### src/design/aps_cfg.svh
`ifndef APS_CFG_SVH
`define APS_CFG_SVH

`define APS_CLK_HZ            10000000
`define APS_DEGLITCH_NS       2000
`define APS_DEGLITCH_CYC      ((`APS_DEGLITCH_NS * (`APS_CLK_HZ / 1000000) + 999) / 1000)
`define APS_SLEEP_DLY_US      200
`define APS_SLEEP_DLY_CYC     (`APS_SLEEP_DLY_US * (`APS_CLK_HZ / 1000000))
`define APS_LATCH_MS          3
`define APS_LATCH_CYC         (`APS_LATCH_MS * (`APS_CLK_HZ / 1000))
`define APS_WAKE_MS           25
`define APS_WAKE_CYC          (`APS_WAKE_MS * (`APS_CLK_HZ / 1000))
`define APS_CNT_W             24

`define APS_REG_CTRL          32'h0000_0000
`define APS_REG_STATUS        32'h0000_0004
`define APS_CTRL_RST          32'h0000_0000
`define APS_CTRL_SOFT_SD_BIT  0
`define APS_CTRL_THERM_EN_BIT 1

`endif

### src/design/aps_pkg.sv
`include "aps_cfg.svh"

package aps_pkg;
   typedef enum logic [7:0] {
      APS_OFF      = 8'h01,
      APS_SB_RAMP  = 8'h02,
      APS_SB_WAIT  = 8'h04,
      APS_MAIN_RMP = 8'h08,
      APS_SLEEP    = 8'h10,
      APS_WAKE_DLY = 8'h20,
      APS_ACT_RMP  = 8'h40,
      APS_ACTIVE   = 8'h80
   } aps_state_t;

   typedef enum logic [1:0] {
      APS_SL_NONE = 2'h0,
      APS_SL_S3   = 2'h1,
      APS_SL_S5   = 2'h2
   } aps_sleep_t;

   // Comparator event inputs from the analog front end
   typedef struct packed {
      logic bias_por_ok;
      logic ss_low;
      logic ss_at_125;
      logic ss_at_245;
      logic ss_at_275;
      logic main_in_ok;
      logic temp_140;
      logic temp_155;
      logic mem_sel_low;
      logic mem_sel_high;
   } aps_sense_t;

   // Undervoltage flags, one per output
   typedef struct packed {
      logic dual3;
      logic mem25;
      logic mem33;
      logic clk25;
      logic dual5;
   } aps_uv_t;

   typedef struct packed {
      logic dual3_on;
      logic mem25_on;
      logic mem33_on;
      logic clk_on;
      logic dual5_on;
      logic switch_on;
      logic ss_fast_charge;
      logic ss_disch_125;
      logic ss_disch_245;
   } aps_drive_t;

   typedef struct packed {
      aps_state_t state;
      aps_sleep_t sleep;
      logic [`APS_CNT_W-1:0] cnt;
      logic [`APS_CNT_W-1:0] dly;
      logic       dly_run;
      logic [7:0] gs3;
      logic [7:0] gs5;
      logic       s3_f;
      logic       s5_f;
      logic       en5_lat;
      logic       memory_voltage_select_lo;
      logic       memory_voltage_select_hi;
      logic       uv_dual3_en;
      logic       uv_all_en;
      logic       latch_off;
      logic       forced_s5;
      logic       therm_sd;
      logic [4:0] reg_off;
      logic       fault;
      logic       en5_window;
      aps_drive_t drv;
   } aps_st_t;
endpackage

### src/design/aps_sequencer.sv
// Added by the designer: the placing of the registers and the AXI4-Lite slave port.
`timescale 1ns/100ps
`include "aps_cfg.svh"

// Behaviour
// - Start standby ramp after bias passes reset
// - Enable low: dual five off in sleep
// - Enable high: dual five on in sleep
// - Soft-off low with suspend high: hold
// - Only active to sleep and back
// - Enable accepted only in permitted windows
// - Deglitch both sleep request inputs
// - Suspend low starts 200us, then S5/S3
// - Standby ramp done: enable UV, discharge
// - After 3ms latch selects, ramp rest
// - All regulated: enable monitors, hold 1.25V
// - Active wake waits 25ms after inputs
// - Standby rail up regardless of requests
// - Wake timeout: ramp memory, clock, switches
// - Active ramp done: hold node 2.45V
// - Any output undervoltage raises fault
// - Clock regulator fault turns it off; memory regulators only in sleep
// - Node pulled low: shut all, clear
// - Early standby undervoltage latches off
// - Thermal fault 140, shutdown 155, resume
// - Input loss forces S5 until recovery
// - Memory select latched at defined points
// - Memory select picks memory rails
// - Node release restarts soft-start
module aps_sequencer
   import aps_pkg::*;
(
   input  wire logic        aclk,
   input  wire logic        aresetn,
   input  wire logic        suspend_ram_req_n,
   input  wire logic        soft_off_req_n,
   input  wire logic        dual5_sleep_support_en,
   input  wire aps_sense_t  sense,
   input  wire aps_uv_t     uv,
   output      aps_drive_t  drive,
   output      logic        fault_report,
   output      logic        active_switch_drive,
   output      logic        clock_rail_out,
   output      logic        dual_five_rail,
   input  wire logic [31:0] s_axi_awaddr,
   input  wire logic        s_axi_awvalid,
   output      logic        s_axi_awready,
   input  wire logic [31:0] s_axi_wdata,
   input  wire logic [3:0]  s_axi_wstrb,
   input  wire logic        s_axi_wvalid,
   output      logic        s_axi_wready,
   output      logic [1:0]  s_axi_bresp,
   output      logic        s_axi_bvalid,
   input  wire logic        s_axi_bready,
   input  wire logic [31:0] s_axi_araddr,
   input  wire logic        s_axi_arvalid,
   output      logic        s_axi_arready,
   output      logic [31:0] s_axi_rdata,
   output      logic [1:0]  s_axi_rresp,
   output      logic        s_axi_rvalid,
   input  wire logic        s_axi_rready
);
   localparam logic [`APS_CNT_W-1:0] DEG_CYC   = `APS_CNT_W'(`APS_DEGLITCH_CYC);
   localparam logic [`APS_CNT_W-1:0] SLP_CYC   = `APS_CNT_W'(`APS_SLEEP_DLY_CYC);
   localparam logic [`APS_CNT_W-1:0] LATCH_CYC = `APS_CNT_W'(`APS_LATCH_CYC);
   localparam logic [`APS_CNT_W-1:0] WAKE_CYC  = `APS_CNT_W'(`APS_WAKE_CYC);

   // Pin synchronisers: asynchronous pins and comparators
   logic [1:0]  s3_sync;
   logic [1:0]  s5_sync;
   logic [1:0]  en5_sync;
   aps_sense_t  sense_m;
   aps_sense_t  sense_s;
   aps_uv_t     uv_m;
   aps_uv_t     uv_s;

   always_ff @(posedge aclk) begin
      if (!aresetn) begin
         s3_sync  <= 2'h3;
         s5_sync  <= 2'h3;
         en5_sync <= 2'h3;
         sense_m  <= '0;
         sense_s  <= '0;
         uv_m     <= '0;
         uv_s     <= '0;
      end else begin
         s3_sync  <= {s3_sync[0], suspend_ram_req_n};
         s5_sync  <= {s5_sync[0], soft_off_req_n};
         en5_sync <= {en5_sync[0], dual5_sleep_support_en};
         sense_m  <= sense;
         sense_s  <= sense_m;
         uv_m     <= uv;
         uv_s     <= uv_m;
      end
   end

   // Bus registers
   logic [31:0] ctrl_reg;
   logic [31:0] ctrl_next;
   logic        aw_held_reg, w_held_reg;
   logic [31:0] awaddr_reg, wdata_reg;
   logic [3:0]  wstrb_reg;
   logic        bvalid_reg, rvalid_reg;
   logic [31:0] rdata_reg;
   logic [1:0]  bresp_reg, rresp_reg;

   aps_st_t st_reg;
   aps_st_t st_next;

   assign s_axi_awready = !aw_held_reg && !bvalid_reg;
   assign s_axi_wready  = !w_held_reg && !bvalid_reg;
   assign s_axi_arready = !rvalid_reg;
   assign s_axi_bvalid  = bvalid_reg;
   assign s_axi_bresp   = bresp_reg;
   assign s_axi_rvalid  = rvalid_reg;
   assign s_axi_rdata   = rdata_reg;
   assign s_axi_rresp   = rresp_reg;

   logic [31:0] status_word;
   assign status_word = {st_reg.state, 6'h00, st_reg.sleep, 8'h00,
                         st_reg.therm_sd, st_reg.forced_s5, st_reg.latch_off,
                         st_reg.en5_lat, st_reg.memory_voltage_select_hi, st_reg.memory_voltage_select_lo,
                         st_reg.uv_all_en, st_reg.fault};

   always_ff @(posedge aclk) begin
      if (!aresetn) begin
         ctrl_reg    <= `APS_CTRL_RST;
         aw_held_reg <= 1'b0;
         w_held_reg  <= 1'b0;
         awaddr_reg  <= 32'h0;
         wdata_reg   <= 32'h0;
         wstrb_reg   <= 4'h0;
         bvalid_reg  <= 1'b0;
         bresp_reg   <= 2'h0;
         rvalid_reg  <= 1'b0;
         rdata_reg   <= 32'h0;
         rresp_reg   <= 2'h0;
      end else begin
         ctrl_reg <= ctrl_next;
         if (s_axi_awvalid && s_axi_awready) begin
            aw_held_reg <= 1'b1;
            awaddr_reg  <= s_axi_awaddr;
         end
         if (s_axi_wvalid && s_axi_wready) begin
            w_held_reg <= 1'b1;
            wdata_reg  <= s_axi_wdata;
            wstrb_reg  <= s_axi_wstrb;
         end
         if (aw_held_reg && w_held_reg) begin
            aw_held_reg <= 1'b0;
            w_held_reg  <= 1'b0;
            bvalid_reg  <= 1'b1;
            bresp_reg   <= (awaddr_reg[31:2] == `APS_REG_CTRL >> 2) ? 2'h0 : 2'h2;
         end else if (bvalid_reg && s_axi_bready) begin
            bvalid_reg <= 1'b0;
         end
         if (s_axi_arvalid && s_axi_arready) begin
            rvalid_reg <= 1'b1;
            rresp_reg  <= 2'h0;
            if (s_axi_araddr[31:2] == `APS_REG_CTRL >> 2) begin
               rdata_reg <= ctrl_reg;
            end else if (s_axi_araddr[31:2] == `APS_REG_STATUS >> 2) begin
               rdata_reg <= status_word;
            end else begin
               rdata_reg <= 32'h0;
               rresp_reg <= 2'h2;
            end
         end else if (rvalid_reg && s_axi_rready) begin
            rvalid_reg <= 1'b0;
         end
      end
   end

   always_comb begin
      ctrl_next = ctrl_reg;
      if (aw_held_reg && w_held_reg && awaddr_reg[31:2] == `APS_REG_CTRL >> 2) begin
         for (int i = 0; i < 4; i++) begin
            if (wstrb_reg[i]) begin
               ctrl_next[i*8 +: 8] = wdata_reg[i*8 +: 8];
            end
         end
         ctrl_next[31:2] = 30'h0;
      end
   end

   // Sequencer
   logic soft_sd;
   logic ss_shut;
   logic int_fault;
   assign soft_sd = ctrl_reg[`APS_CTRL_SOFT_SD_BIT];

   always_comb begin
      st_next = st_reg;
      ss_shut = sense_s.ss_low || soft_sd;

      // Deglitch: a level must persist before it is accepted
      st_next.gs3 = (s3_sync[1] == st_reg.s3_f) ? 8'h00 : st_reg.gs3 + 8'h01;
      st_next.gs5 = (s5_sync[1] == st_reg.s5_f) ? 8'h00 : st_reg.gs5 + 8'h01;
      if ({16'h0, st_reg.gs3} >= DEG_CYC - 1) begin
         st_next.s3_f = s3_sync[1];
         st_next.gs3  = 8'h00;
      end
      if ({16'h0, st_reg.gs5} >= DEG_CYC - 1) begin
         st_next.s5_f = s5_sync[1];
         st_next.gs5  = 8'h00;
      end

      st_next.en5_window = (st_reg.state inside {APS_ACTIVE, APS_SB_WAIT}) || ss_shut
                           || !sense_s.bias_por_ok;
      if (st_next.en5_window) begin
         st_next.en5_lat = en5_sync[1];
      end

      if (st_reg.cnt != '0) begin
         st_next.cnt = st_reg.cnt - 1'b1;
      end

      // Thermal hysteresis; shutdown released at the fault level
      if (sense_s.temp_155) begin
         st_next.therm_sd = 1'b1;
      end else if (!sense_s.temp_140) begin
         st_next.therm_sd = 1'b0;
      end

      // Forced S5 on main input loss while active
      if (st_reg.state inside {APS_ACTIVE, APS_ACT_RMP} && !sense_s.main_in_ok) begin
         st_next.forced_s5 = 1'b1;
      end else if (sense_s.main_in_ok || ss_shut) begin
         st_next.forced_s5 = 1'b0;
      end

      // Clock regulator latches off on its own undervoltage, memory regulators only in sleep
      if (st_reg.uv_all_en) begin
         if (uv_s.mem25 && st_reg.sleep != APS_SL_NONE) st_next.reg_off[3] = 1'b1;
         if (uv_s.mem33 && st_reg.sleep != APS_SL_NONE) st_next.reg_off[2] = 1'b1;
         if (uv_s.clk25) st_next.reg_off[1] = 1'b1;
      end

      if (st_reg.uv_dual3_en && !st_reg.uv_all_en && uv_s.dual3) begin
         st_next.latch_off = 1'b1;
      end

      case (st_reg.state)
         APS_OFF: begin
            st_next.sleep     = APS_SL_NONE;
            st_next.uv_dual3_en = 1'b0;
            st_next.uv_all_en = 1'b0;
            if (sense_s.bias_por_ok && !ss_shut && !st_reg.therm_sd && !st_reg.latch_off) begin
               st_next.state = APS_SB_RAMP;
            end
         end
         APS_SB_RAMP: begin
            if (sense_s.ss_at_275 && !uv_s.dual3) begin
               st_next.uv_dual3_en = 1'b1;
               st_next.state       = APS_SB_WAIT;
               st_next.cnt         = LATCH_CYC;
            end
         end
         APS_SB_WAIT: begin
            if (st_reg.cnt == '0 && sense_s.ss_at_125) begin
               st_next.memory_voltage_select_lo = sense_s.mem_sel_low;
               st_next.memory_voltage_select_hi = sense_s.mem_sel_high;
               if (st_reg.s3_f && st_reg.s5_f) begin
                  st_next.state = APS_WAKE_DLY;
                  st_next.cnt   = WAKE_CYC;
               end else begin
                  st_next.sleep = (!st_reg.s5_f) ? APS_SL_S5 : APS_SL_S3;
                  st_next.state = APS_MAIN_RMP;
               end
            end
         end
         APS_MAIN_RMP: begin
            if (sense_s.ss_at_275) begin
               st_next.uv_all_en = 1'b1;
               st_next.state     = APS_SLEEP;
            end
         end
         APS_SLEEP: begin
            // Only a full wake request leaves sleep; S3 and S5 never swap
            if (st_reg.s3_f && st_reg.s5_f && !st_reg.forced_s5) begin
               if (st_reg.sleep == APS_SL_S5) begin
                  st_next.memory_voltage_select_lo = sense_s.mem_sel_low;
                  st_next.memory_voltage_select_hi = sense_s.mem_sel_high;
               end
               st_next.state     = APS_WAKE_DLY;
               st_next.cnt       = WAKE_CYC;
               st_next.uv_all_en = 1'b0;
            end
         end
         APS_WAKE_DLY: begin
            if (!sense_s.main_in_ok) begin
               st_next.cnt = WAKE_CYC;
            end else if (st_reg.cnt == '0) begin
               st_next.sleep = APS_SL_NONE;
               st_next.state = APS_ACT_RMP;
            end
         end
         APS_ACT_RMP: begin
            if (sense_s.ss_at_275) begin
               st_next.uv_all_en = 1'b1;
               st_next.state     = APS_ACTIVE;
            end
         end
         APS_ACTIVE: begin
            if (st_reg.forced_s5) begin
               st_next.sleep   = APS_SL_S5;
               st_next.state   = APS_SLEEP;
               st_next.dly_run = 1'b0;
            end else if (!st_reg.s3_f && !st_reg.dly_run) begin
               st_next.dly_run = 1'b1;
               st_next.dly     = SLP_CYC;
            end else if (st_reg.dly_run) begin
               if (st_reg.s3_f) begin
                  st_next.dly_run = 1'b0;
               end else if (st_reg.dly == '0) begin
                  st_next.dly_run = 1'b0;
                  st_next.sleep   = st_reg.s5_f ? APS_SL_S3 : APS_SL_S5;
                  st_next.state   = APS_SLEEP;
               end else begin
                  st_next.dly = st_reg.dly - 1'b1;
               end
            end
            // Soft-off low with suspend high is illegal: state is kept
         end
         default: st_next.state = APS_OFF;
      endcase

      if (ss_shut || !sense_s.bias_por_ok || st_reg.therm_sd || st_reg.latch_off) begin
         st_next.state     = APS_OFF;
         st_next.sleep     = APS_SL_NONE;
         st_next.uv_dual3_en = 1'b0;
         st_next.uv_all_en = 1'b0;
         st_next.dly_run   = 1'b0;
         st_next.reg_off   = 5'h00;
      end
      if (!sense_s.bias_por_ok) begin
         st_next.latch_off = 1'b0;
         st_next.forced_s5 = 1'b0;
      end

      // Drive outputs derived from next state; fault from current state and inputs
      int_fault = (st_reg.uv_dual3_en && uv_s.dual3)
                  || (st_reg.uv_all_en && (|{uv_s.mem25, uv_s.mem33, uv_s.clk25, uv_s.dual5}))
                  || !sense_s.main_in_ok && st_reg.state == APS_ACTIVE
                  || sense_s.temp_140 || st_reg.latch_off || st_reg.forced_s5;
      st_next.fault = int_fault && !ss_shut;

      st_next.drv = '0;
      if (st_next.state != APS_OFF) begin
         st_next.drv.dual3_on = 1'b1;
         st_next.drv.ss_fast_charge = (st_next.state == APS_SB_RAMP);
         st_next.drv.ss_disch_125 = st_next.state inside {APS_SB_WAIT, APS_SLEEP};
         st_next.drv.ss_disch_245 = (st_next.state == APS_ACTIVE);
         if (st_next.state inside {APS_ACT_RMP, APS_ACTIVE}) begin
            st_next.drv.switch_on = 1'b1;
            st_next.drv.clk_on    = !st_next.reg_off[1];
            st_next.drv.mem25_on  = !st_next.memory_voltage_select_hi;
            st_next.drv.mem33_on  = 1'b1;
            st_next.drv.dual5_on  = 1'b1;
         end else if (st_next.sleep != APS_SL_NONE) begin
            // Sleep rails stay up through the wake delay until the handover
            st_next.drv.mem25_on = !st_next.memory_voltage_select_hi && !st_next.reg_off[3];
            st_next.drv.mem33_on = !st_next.memory_voltage_select_lo && !st_next.reg_off[2];
            st_next.drv.dual5_on = st_next.en5_lat;
         end
      end
   end

   always_ff @(posedge aclk) begin
      if (!aresetn) begin
         st_reg       <= '0;
         st_reg.state <= APS_OFF;
         st_reg.s3_f  <= 1'b1;
         st_reg.s5_f  <= 1'b1;
         st_reg.en5_lat <= 1'b1;
      end else begin
         st_reg <= st_next;
      end
   end

   assign drive               = st_reg.drv;
   assign fault_report        = st_reg.fault;
   assign active_switch_drive = st_reg.drv.switch_on;
   assign clock_rail_out      = st_reg.drv.clk_on;
   assign dual_five_rail      = st_reg.drv.dual5_on;
endmodule

### config.mk
export PLATFORM = sky130hd
export DESIGN_NAME = aps_sequencer
export DESIGN_NICKNAME = d
export VERILOG_FILES = /design/src/design/aps_pkg.sv /design/src/design/aps_sequencer.sv
export VERILOG_INCLUDE_DIRS = /design/src /design/src/design
export SDC_FILE = /design/constraint.sdc
export NUM_CORES = 1
export LEC_CHECK = 0
export BUFFER_PORTS_ARGS = -buffer_cell sky130_fd_sc_hd__buf_2
export CAP_MARGIN = 30
export CORE_MARGIN = 4
export CORE_UTILIZATION = 48
export CTS_CLUSTER_SIZE = 8
export DETAILED_ROUTE_END_ITERATION = 10
export PLACE_DENSITY = 0.72
export SYNTH_ARGS = -nofsm -noshare
export SYNTH_HDL_FRONTEND = slang
export SYNTH_SLANG_ARGS = --single-unit
### constraint.sdc
create_clock -name aclk -period 2.91 [get_ports aclk]
set_input_delay 0.291 -clock aclk [delete_from_list [all_inputs] [get_ports aclk]]
set_output_delay 0.291 -clock aclk [all_outputs]
set_load 0.03 [all_outputs]
# Word-level counts from Yosys, hierarchy flattened
# Cells that the tools add are included.
[totals]
ff_bits = 209
output_inout_bits = 54
[classes]
n_addsub = 4
magnitude_cmp = 2
eq_ne = 24
n_mux = 67
bitwise = 2
n_reduce_logical = 89
[ops]
columns = ["operator", "count"]
rows = [
  ["$mux W24", 7],
  ["$pmux W24 S4", 1],
  ["$mux W10", 8],
  ["$mux W32", 2],
  ["$pmux W8 S8", 1],
  ["$logic_not A30 Y1", 2],
  ["$mux W25", 2],
  ["$logic_not A24 Y1", 2],
  ["$sub A24 B1 Y24 const B", 2],
  ["$mux W8", 5],
  ["$mux W34", 1],
  ["$eq A30 B1 Y1 const B", 1],
  ["$logic_and A1 B1 Y1", 28],
  ["$reduce_bool A24 Y1", 1],
  ["$mux W1", 22],
  ["$reduce_bool A2 Y1", 11],
  ["$mux W2", 10],
  ["$logic_not A1 Y1", 19],
  ["$add A8 B1 Y8 const B", 2],
  ["$eq A8 B2 Y1 const B", 2],
  ["$eq A8 B3 Y1 const B", 2],
  ["$eq A8 B5 Y1 const B", 2],
  ["$eq A8 B7 Y1 const B", 2],
  ["$eq A8 B8 Y1 const B", 2],
  ["26 further kinds", 51],
]

# Depth between registers and ports, before layout
# Gate-level depths: netlist of run 1.
[logic_depth]
ltp_word = 12
mapped_depth = 10
ltp_nobuf = 9

# Worst setup path after synthesis of run 1
# No wires, ideal clock.
[synth_timing]
path_type = "register to register"
from = "register st_reg[47] (netlist bit)"
to = "register st_reg, in the netlist drive[7]"
arrival_time_ns = 2.485
required_ns = 2.840
path_slack_ns = 0.355
path_stages_with_launch = 9
n_path_buf = 1
path_cell_list = "dfxtp_1 > or4_4 > or4_1 > buf_2 > or4_4 > o211ai_1 > a211o_1 > o2111ai_1 > a21boi_1"
[synth_between]
elab_chain_cells = 11
[synth_rtl]
columns = ["item", "line", "source"]
rows = [
  ["from (decl)", "aps_sequencer.sv:107", "aps_st_t st_reg;"],
  ["from (signal assigned)", "aps_sequencer.sv:377", "st_reg <= st_next;"],
  ["$logic_not A24 Y1 (*)", "aps_sequencer.sv:315", "end else if (st_reg.dly == '0) begin"],
  ["$mux W10 (*)", "aps_sequencer.sv:315", ""],
  ["$mux W10 (*)", "aps_sequencer.sv:313", "if (st_reg.s3_f) begin"],
  ["$mux W10 (*)", "aps_sequencer.sv:312", "end else if (st_reg.dly_run) begin"],
  ["$mux W10 (*)", "aps_sequencer.sv:309", "end else if (!st_reg.s3_f && !st_reg.dly_run) begin"],
  ["$mux W10 (*)", "aps_sequencer.sv:305", "if (st_reg.forced_s5) begin"],
  ["$pmux W8 S8 / $pmux W2 S4 (equally long branches)", "aps_sequencer.sv:243", "case (st_reg.state)"],
  ["$mux W10 (*)", "aps_sequencer.sv:328", "if (ss_shut || !sense_s.bias_por_ok || st_reg.therm_sd || st_reg.latch_off) begin"],
  ["$eq A8 B7 Y1, or another cell as far along", "aps_sequencer.sv:354", "if (st_next.state inside {APS_ACT_RMP, APS_ACTIVE}) begin"],
  ["$reduce_bool A2 Y1 / $mux W2 (equally long branches)", "aps_sequencer.sv:354, aps_sequencer.sv:360", ""],
  ["$mux W2", "aps_sequencer.sv:354", ""],
]
# Every way passes the cells marked *; elsewhere a longest branch is shown, timed or not.
# A chain may end at the register's enable or synchronous reset.

# Worst setup path after layout of run 1
[layout_timing]
from = "register st_reg[48] (netlist bit)"
to = "register st_reg, in the netlist drive[7]"
# Same word-level chain as after synthesis.

==> flow_summary.ini, run 1 <==
[logic_synthesis]
synthAdderAreaFrac = 0.00977
synth-simple-area-share = 0.260
syn_area_sq_mm = 0.00768
postSynth.asyncResetShare = 0
synthTopCellsByCount = dfxtp_1, nor2_1, nand2_1, a21oi_1, and2_1
synth_enable_flop_cells = 0
synth_cell_types = 62
synth_top_cell_by_area = dfxtp_1
ys_top_cells_by_area = dfxtp_1, nor2_1, a21oi_1
ys.warnings.count = 0
syn_inst = 867
ys_seq_elements = 191
yosysSeqAreaShare = 0.498
synth_mux_area_frac = 0.0160
yosysMostFrequentCell = dfxtp_1
synth_flop_cell = dfxtp_1
synth-xor-area-share = 0.0547
avgSynthCellArea_sq_um = 8.86
yosysTopAreaCellShare = 0.498
synth_compound_area_frac = 0.111
synth_top_family_by_area = simple AND/OR/NAND/NOR gates

[power]
irDropWorstVdd_uv = 433
intPower_mw = 4.57
p_leak_nw = 3.78
seq_power_share = 0.464
combPwrFrac = 0.210
power.clock.fraction = 0.326
switching_share = 0.294
power_density_mw_per_mm2 = 713
p_sw_mw = 1.90

[cells_and_area]
stdcell_area_sq_mm = 0.00908
final_cells = 1224
largest_reg_flops = 88
n_antenna_cell = 0
area.growth.synth_to_final_pct = 18.2
fillers = 1416
drive_above_1_share = 0.191
final_nets = 1131

[clock_network]
cts_buffers = 17
path_clk_slew_ns = 0.07
h-tree-depth = 4
cts_resized = 0
worstSkewPairLatency_ns = 0.43
clkSinkCount = 191
cts_root_buf = clkbuf_16
cts_tree = built
post_cts_buffers = 0
clockBufferDepth = 2
cts_hold_buf = 0

[placed_design]
gp_congestion = 0.964
portBuffers = 124
dp_cells = 1192
placed_cell_area_sq_mm = 0.00856
place_ws_ns = 0.246
dpl.hpwl_mm = 12.8

[global_routing]
grt.total_usage = 0.194
gr-total-overflow = 0
grt_start_max_net_pins = 41
antenna_found_initial = 0
grt_pass1_wl_mm = 28.7
grt_pass1_vias = 5949

[floorplan]
coreArea_sq_mm = 0.0154
die_x_microns = 135
ioPinCount = 179
fp-row-count = 45
start_util = 0.498
die_h_microns = 135
dieArea_sq_mm = 0.0181

[job]
max-cap-violations = 0

[worst_setup_path]
required_ns = 3.27
crit_path_end_kind = flop
critPathLaunch = st_reg[48]
crit_fanout = 5
worst_ep_arrival_time_ns = 3.10
reg2reg_depth = 7
reg2reg_from = st_reg[48]
criticalPathCategory = reg -> reg
r2r-end = drive[7]
r2r_setup_slack_ns = 0.18
cp-start-kind = flop

[detailed_routing]
post-route-drc-count = 0
drtPass1Iterations = 5
viasPerCell = 5.24
route.vias.total = 6414
drtIter0Drc = 456
wl_per_cell_microns = 14.4
wirelength_mm = 17.6
ant_nets = 0

[timing]
setup-tns-final_ns = 0
slew_violations = 0
max_slew.worst_pin.slew_ns = 1.02
rsz0062_at_grt = false
period_needed_ns = 2.73
fin_crit_sh = 0.939
worst_slack_ns = 0.178
fmax_mhz = 366
final_hold_viol_count = 0
fin_worst_skew_ns = 0.00847
max-slew-margin-rel = 0.321
setup_viol = 0

[hold_path]
min_to = s5_sync[0]
hold_depth = 2
hp-class = in -> reg
hold_path_startpoint = soft_off_req_n

[outcome]
status = completed
## per-layer routing
layer,wire length [microns],up-vias,part of all wire,track usage
li1,-,3233,-,-
met1,8160,2950,0.46,0.265
met2,7960,202,0.45,0.299
met3,1130,29,0.064,0.0544
met4,339,0,0.019,0.0656
met5,0,-,0,0
## through the flow
step	hold WS (ns)	power [mW]	util
detailed placement	0.398	4.41	0.555
floorplan	0.386	4.06	-
finish	0.0406	6.48	0.589
global route	0.0272	6.85	0.589
CTS	0.0264	6.52	0.589
global placement	0.392	4.39	0.555
## worst max-delay path by stage
stage	endpoint	slack, ns	depth (start not counted)
global placement	drive[7]	0.27	7
finish	drive[7]	0.18	7
floorplan	drive[7]	0.35	8
global route	drive[7]	0.1	8
detailed placement	drive[7]	0.25	7
CTS	drive[7]	0.19	7
## critical path: stages, from the launching register on
cell and delay (ns):
dfxtp_1 0.34, or4_4 0.53, or4_1 0.50, or4_4 0.55, o211ai_1 0.28, a211o_1 0.21, o2111ai_1 0.10, a21boi_1 0.15
## cell type report
class,count,area [sq um],area share
clock buffer,24,472,0.0519
multi-input combinational,621,3560,0.392
clock inverter,8,56.3,0.00620
sequential,191,3820,0.421
timing repair buffer,153,851,0.0937
tap,211,264,0.0291
inverter,16,60.1,0.00661
## power by group through the flow
stage / registers (mW) / logic [mW] / clock network (mW)
CTS: 3.01 / 1.36 / 2.16
detailed placement: 3.06 / 1.35 / 0
finish: 3.01 / 1.36 / 2.11
floorplan: 3.03 / 1.03 / 0
global placement: 3.06 / 1.33 / 0
global route: 3.04 / 1.54 / 2.27
## cells in the final DEF (no fill, tap or decap), types with 5 or more instances in the layout
cell       instances
buf_4             28
nand3_1           19
nor4_1            30
or3_1              7
nor2_1           110
mux2i_1           10
nor2b_1            6
nand2_1           91
o21ai_0            5
a21oi_1           70
inv_1             14
dfxtp_1          191
xor2_1            22
o21ai_1            8
xnor2_1           26
and2_1            37
nor3_1            25
ha_1               6
nand4_1            9
and4_1             5
clkbuf_1           5
a22oi_1           19
conb_1            22
a31oi_1            5
buf_2            124
nand2b_1          15
clkbuf_16         17
or4_1             10
nand4b_1           5
## cells by family (layout without fill, tap and decap cells)
group,Yosys count,in the layout
flip-flops,191,191
other,1,22
adder cells (fa/ha/maj),6,6
multiplexers,12,12
AO/OA/AOI/OAI,138,138
XOR/XNOR,48,48
AND/OR/NAND/NOR,395,395
buffers and inverters,76,201
(Power assumes the default switching activity.)
==> run 2, diff against run 1 <==
Settings changed: CORE_UTILIZATION 48 to 45, PLACE_DENSITY 0.72 to 0.69.
==> flow_summary.ini, run 2 (same netlist as run 1, synthesis figures left out) <==
[timing]
fmax_mhz = 356
setup-tns-final_ns = 0
fin_worst_skew_ns = 0.0116
setup_viol = 0
rsz0062_at_grt = false
period_needed_ns = 2.81
max_slew.worst_pin.slew_ns = 1.01
fin_crit_sh = 0.966
max-slew-margin-rel = 0.325
worst_slack_ns = 0.0985
slew_violations = 0
hold_ws_ns = 0.0380
final_hold_viol_count = 0

[worst_setup_path]
critical_path.top_delay_family = simple AND/OR/NAND/NOR gates
endpoint = drive[7]
path_buf_inv = 0
crit_path_end_kind = flop
cp.depth = 7
slowest_delay_ns = 0.56
reg2reg_depth = 7
crit_slowest_cell = or4_1
cp_cell_sequence = or4_4 -> or4_1 -> or4_4 -> o211ai_1 -> a211o_1 -> o2111ai_1 -> a21boi_1
cp-start-kind = flop
r2r-end = drive[7]
required_ns = 3.28
worst_ep_arrival_time_ns = 3.18
criticalPathCategory = reg -> reg
critical_path.most_common_cell = or4_4
reg2reg_from = st_reg[48]
r2r_setup_slack_ns = 0.1
critPathLaunch = st_reg[48]
crit_fanout = 6

[detailed_routing]
wl_per_cell_microns = 14.2
drtPass1Iterations = 5
post-route-drc-count = 0
drtIter0Drc = 383
ant_nets = 0
route.vias.total = 6329
viasPerCell = 5.13
wirelength_mm = 17.5

[clock_network]
post_cts_buffers = 0
cts_resized = 0
cts_hold_buf = 0
cts_tree = built
cts_root_buf = clkbuf_16
h-tree-depth = 4
clkSinkCount = 191
path_clk_slew_ns = 0.07
worstSkewPairLatency_ns = 0.43
clockBufferDepth = 2
cts_buffers = 17

[global_routing]
grt_pass1_vias = 5840
antenna_found_initial = 0
gr-total-overflow = 0
grt_start_max_net_pins = 40
grt.total_usage = 0.179
grt_pass1_wl_mm = 28.7

[placed_design]
dp_cells = 1201
place_ws_ns = 0.174
dpl.hpwl_mm = 12.9
gp_congestion = 0.977
portBuffers = 124

[hold_path]
hold_path_startpoint = dual5_sleep_support_en
hp-class = in -> reg

[cells_and_area]
final_cell_mix = dfxtp_1, buf_2, nor2_1
ff_latch_area_sq_mm = 0.00382
area.growth.synth_to_final_pct = 19.0
multi_input_area_sq_mm = 0.00356
final_common_cell = dfxtp_1
largest_reg_flops = 88
drive_above_1_share = 0.194
fillers = 1545
final_nets = 1131
n_antenna_cell = 0
final_cells = 1233

[floorplan]
fp-row-count = 47
die_x_microns = 139
dieArea_sq_mm = 0.0192
coreArea_sq_mm = 0.0166
ioPinCount = 179
start_util = 0.462
die_h_microns = 139

[job]
max-cap-violations = 0

[power]
irDropWorstVdd_uv = 485
p_leak_nw = 3.80
power_density_mw_per_mm2 = 725

[outcome]
status = completed
-- run 2: worst reg2reg max path, cell delays in order (launching register included) --
cell       delay (ns)
dfxtp_1          0.34
or4_4            0.54
or4_1            0.56
or4_4            0.57
o211ai_1         0.26
a211o_1          0.21
o2111ai_1        0.11
a21boi_1         0.16
-- run 2: area by class of cell --
class,count,share of cell area
repair buffers,153,0.0930
flip-flops and latches,191,0.418
multi-input cells,621,0.389
inverters,16,0.00657
well taps,220,0.0301
clock inverters,12,0.0131
clock buffers,20,0.0499
-- run 2: per-stage QoR --
| step | power [mW] | area [sq um] | util |
|---|---|---|---|
| floorplan | 4.06 | 7760 | - |
| global placement | 4.42 | 8570 | 0.515 |
| detailed placement | 4.43 | 8570 | 0.515 |
| CTS | 6.70 | 9140 | 0.549 |
| global route | 7.01 | 9140 | 0.549 |
| finish | 6.63 | 9140 | 0.549 |
-- run 2: layer usage --
metal,GRT usage,part of all wire,vias up
met4,0.0711,0.024,0
met2,0.266,0.43,165
li1,-,-,3242
met3,0.0438,0.053,30
met5,0,0,-
met1,0.252,0.49,2892
-- run 2: power by group --
part,leakage (nW),switching (mW),internal (mW)
Sequential,1.56,0.174,2.83
Combinational,1.97,0.767,0.615
Clock,0.278,1.06,1.18
-- run 2: worst min path at each step --
stage	endpoint	slack, ns	depth (start not counted)
6_report	en5_sync[0]	0.04	2
2_1_floorplan	en5_sync[1]	0.39	1
3_5_place_dp	s3_sync[1]	0.39	1
5_1_grt	en5_sync[0]	0.02	2
4_1_cts	en5_sync[0]	0.02	2
3_3_place_gp	en5_sync[1]	0.39	1
==> run 3, diff against run 2 <==
Settings changed: CORE_ASPECT_RATIO set to 1.5, CORE_UTILIZATION 45 to 54, PLACE_DENSITY 0.69 to 0.8, SLEW_MARGIN set to 25.
==> flow_summary.ini, run 3 (same netlist as run 1, synthesis figures left out) <==
[cells_and_area]
final_common_cell = dfxtp_1
final_cells = 1206
final_nets = 1131
final_cell_mix = dfxtp_1, buf_2, nor2_1
fillers = 1162
area.growth.synth_to_final_pct = 18.3
largest_reg_flops = 88
stdcell_area_sq_mm = 0.00909
drive_above_1_share = 0.195

[timing]
max-slew-margin-rel = 0.474
max_slew.worst_pin.slew_ns = 0.788
worst_slack_ns = 0.0844
fmax_mhz = 354
hold_ws_ns = 0.0446
setup_viol = 0
slew_violations = 0
setup-tns-final_ns = 0
rsz0062_at_grt = false
final_hold_viol_count = 0
fin_crit_sh = 0.971
fin_worst_skew_ns = 0.0103
period_needed_ns = 2.83

[floorplan]
fp-row-count = 53
die_h_microns = 154
dieArea_sq_mm = 0.0162
ioPinCount = 179
start_util = 0.549
die_x_microns = 105
coreArea_sq_mm = 0.0140

[power]
irDropWorstVdd_uv = 359
p_leak_nw = 3.79
power_density_mw_per_mm2 = 723

[worst_setup_path]
crit_fanout = 5
required_ns = 3.21
criticalPathCategory = reg -> reg
path_buf_inv = 0
crit_slowest_cell = or4_1
critical_path.most_common_cell = or4_1
cp-start-kind = flop
crit_path_end_kind = flop
cp_cell_sequence = or4_1 -> or4_1 -> o41ai_1 -> o211ai_1 -> a211o_1 -> o2111ai_1 -> a21boi_1
worst_ep_arrival_time_ns = 3.13
slowest_delay_ns = 0.56
critical_path.top_delay_family = compound AO/OA/AOI/OAI gates

[clock_network]
cts_resized = 0
post_cts_buffers = 0
cts_tree = built
cts_hold_buf = 0
h-tree-depth = 4
cts_root_buf = clkbuf_16
clockBufferDepth = 2
path_clk_slew_ns = 0.07
worstSkewPairLatency_ns = 0.43
clkSinkCount = 191
cts_buffers = 17

[global_routing]
grt_pass1_vias = 6124
grt_pass1_wl_mm = 29.0
gr-total-overflow = 0
grt.total_usage = 0.219
antenna_found_initial = 0
grt_start_max_net_pins = 46

[detailed_routing]
wirelength_mm = 17.9
post-route-drc-count = 0
wl_per_cell_microns = 14.8
viasPerCell = 5.36
ant_nets = 0
route.vias.total = 6467
drtPass1Iterations = 5
drtIter0Drc = 384

[placed_design]
placed_cell_area_sq_mm = 0.00851
gp_congestion = 1.01
dp_cells = 1172
dpl.hpwl_mm = 12.9
portBuffers = 124
place_ws_ns = 0.146

[hold_path]
hp-class = in -> reg

[outcome]
status = completed

[job]
max-cap-violations = 0
run 3: final timing paths:
path,startpoint,endpoint,slack [ns],depth (start not counted)
min,suspend_ram_req_n,s3_sync[0],0.04,2
max,st_reg[59],drive[7],0.08,7
max reg2reg,st_reg[59],drive[7],0.08,7
min reg2reg,en5_sync[0],en5_sync[1],0.40,1
run 3: worst reg2reg max path, stage by stage (launching register included):
cell	delay (ns)
dfxtp_1	0.35
or4_1	0.56
or4_1	0.53
o41ai_1	0.42
o211ai_1	0.22
a211o_1	0.36
o2111ai_1	0.18
a21boi_1	0.08
run 3: report_power, final:
group | internal [mW] | total, mW | switching (mW)
logic | 0.614 | 1.38 | 0.762
registers | 2.83 | 3.01 | 0.179
clock network | 1.12 | 2.18 | 1.06
run 3: cell type report:
cell class | count | area [sq um] | area share
inverters | 16 | 60.1 | 0.00661
clock buffers | 17 | 425 | 0.0468
multi-input cells | 621 | 3560 | 0.391
repair buffers | 153 | 846 | 0.0931
diodes | 1 | 2.50 | 0.000275
flip-flops and latches | 191 | 3820 | 0.421
clock inverters | 15 | 131 | 0.0145
well taps | 192 | 240 | 0.0264
run 3: metal layers:
metal / track usage / vias up / share of wire
li1: - / 3237 / -
met1: 0.255 / 3007 / 0.42
met2: 0.379 / 178 / 0.50
met3: 0.0470 / 45 / 0.045
met4: 0.103 / 0 / 0.034
met5: 0 / - / 0
run 3: per-stage QoR:
step                utilization  total power, mW
finish                    0.649             6.57
global route              0.649             6.91
CTS                       0.648             6.59
detailed placement        0.608             4.42
global placement          0.608             4.39
floorplan                     -             4.06
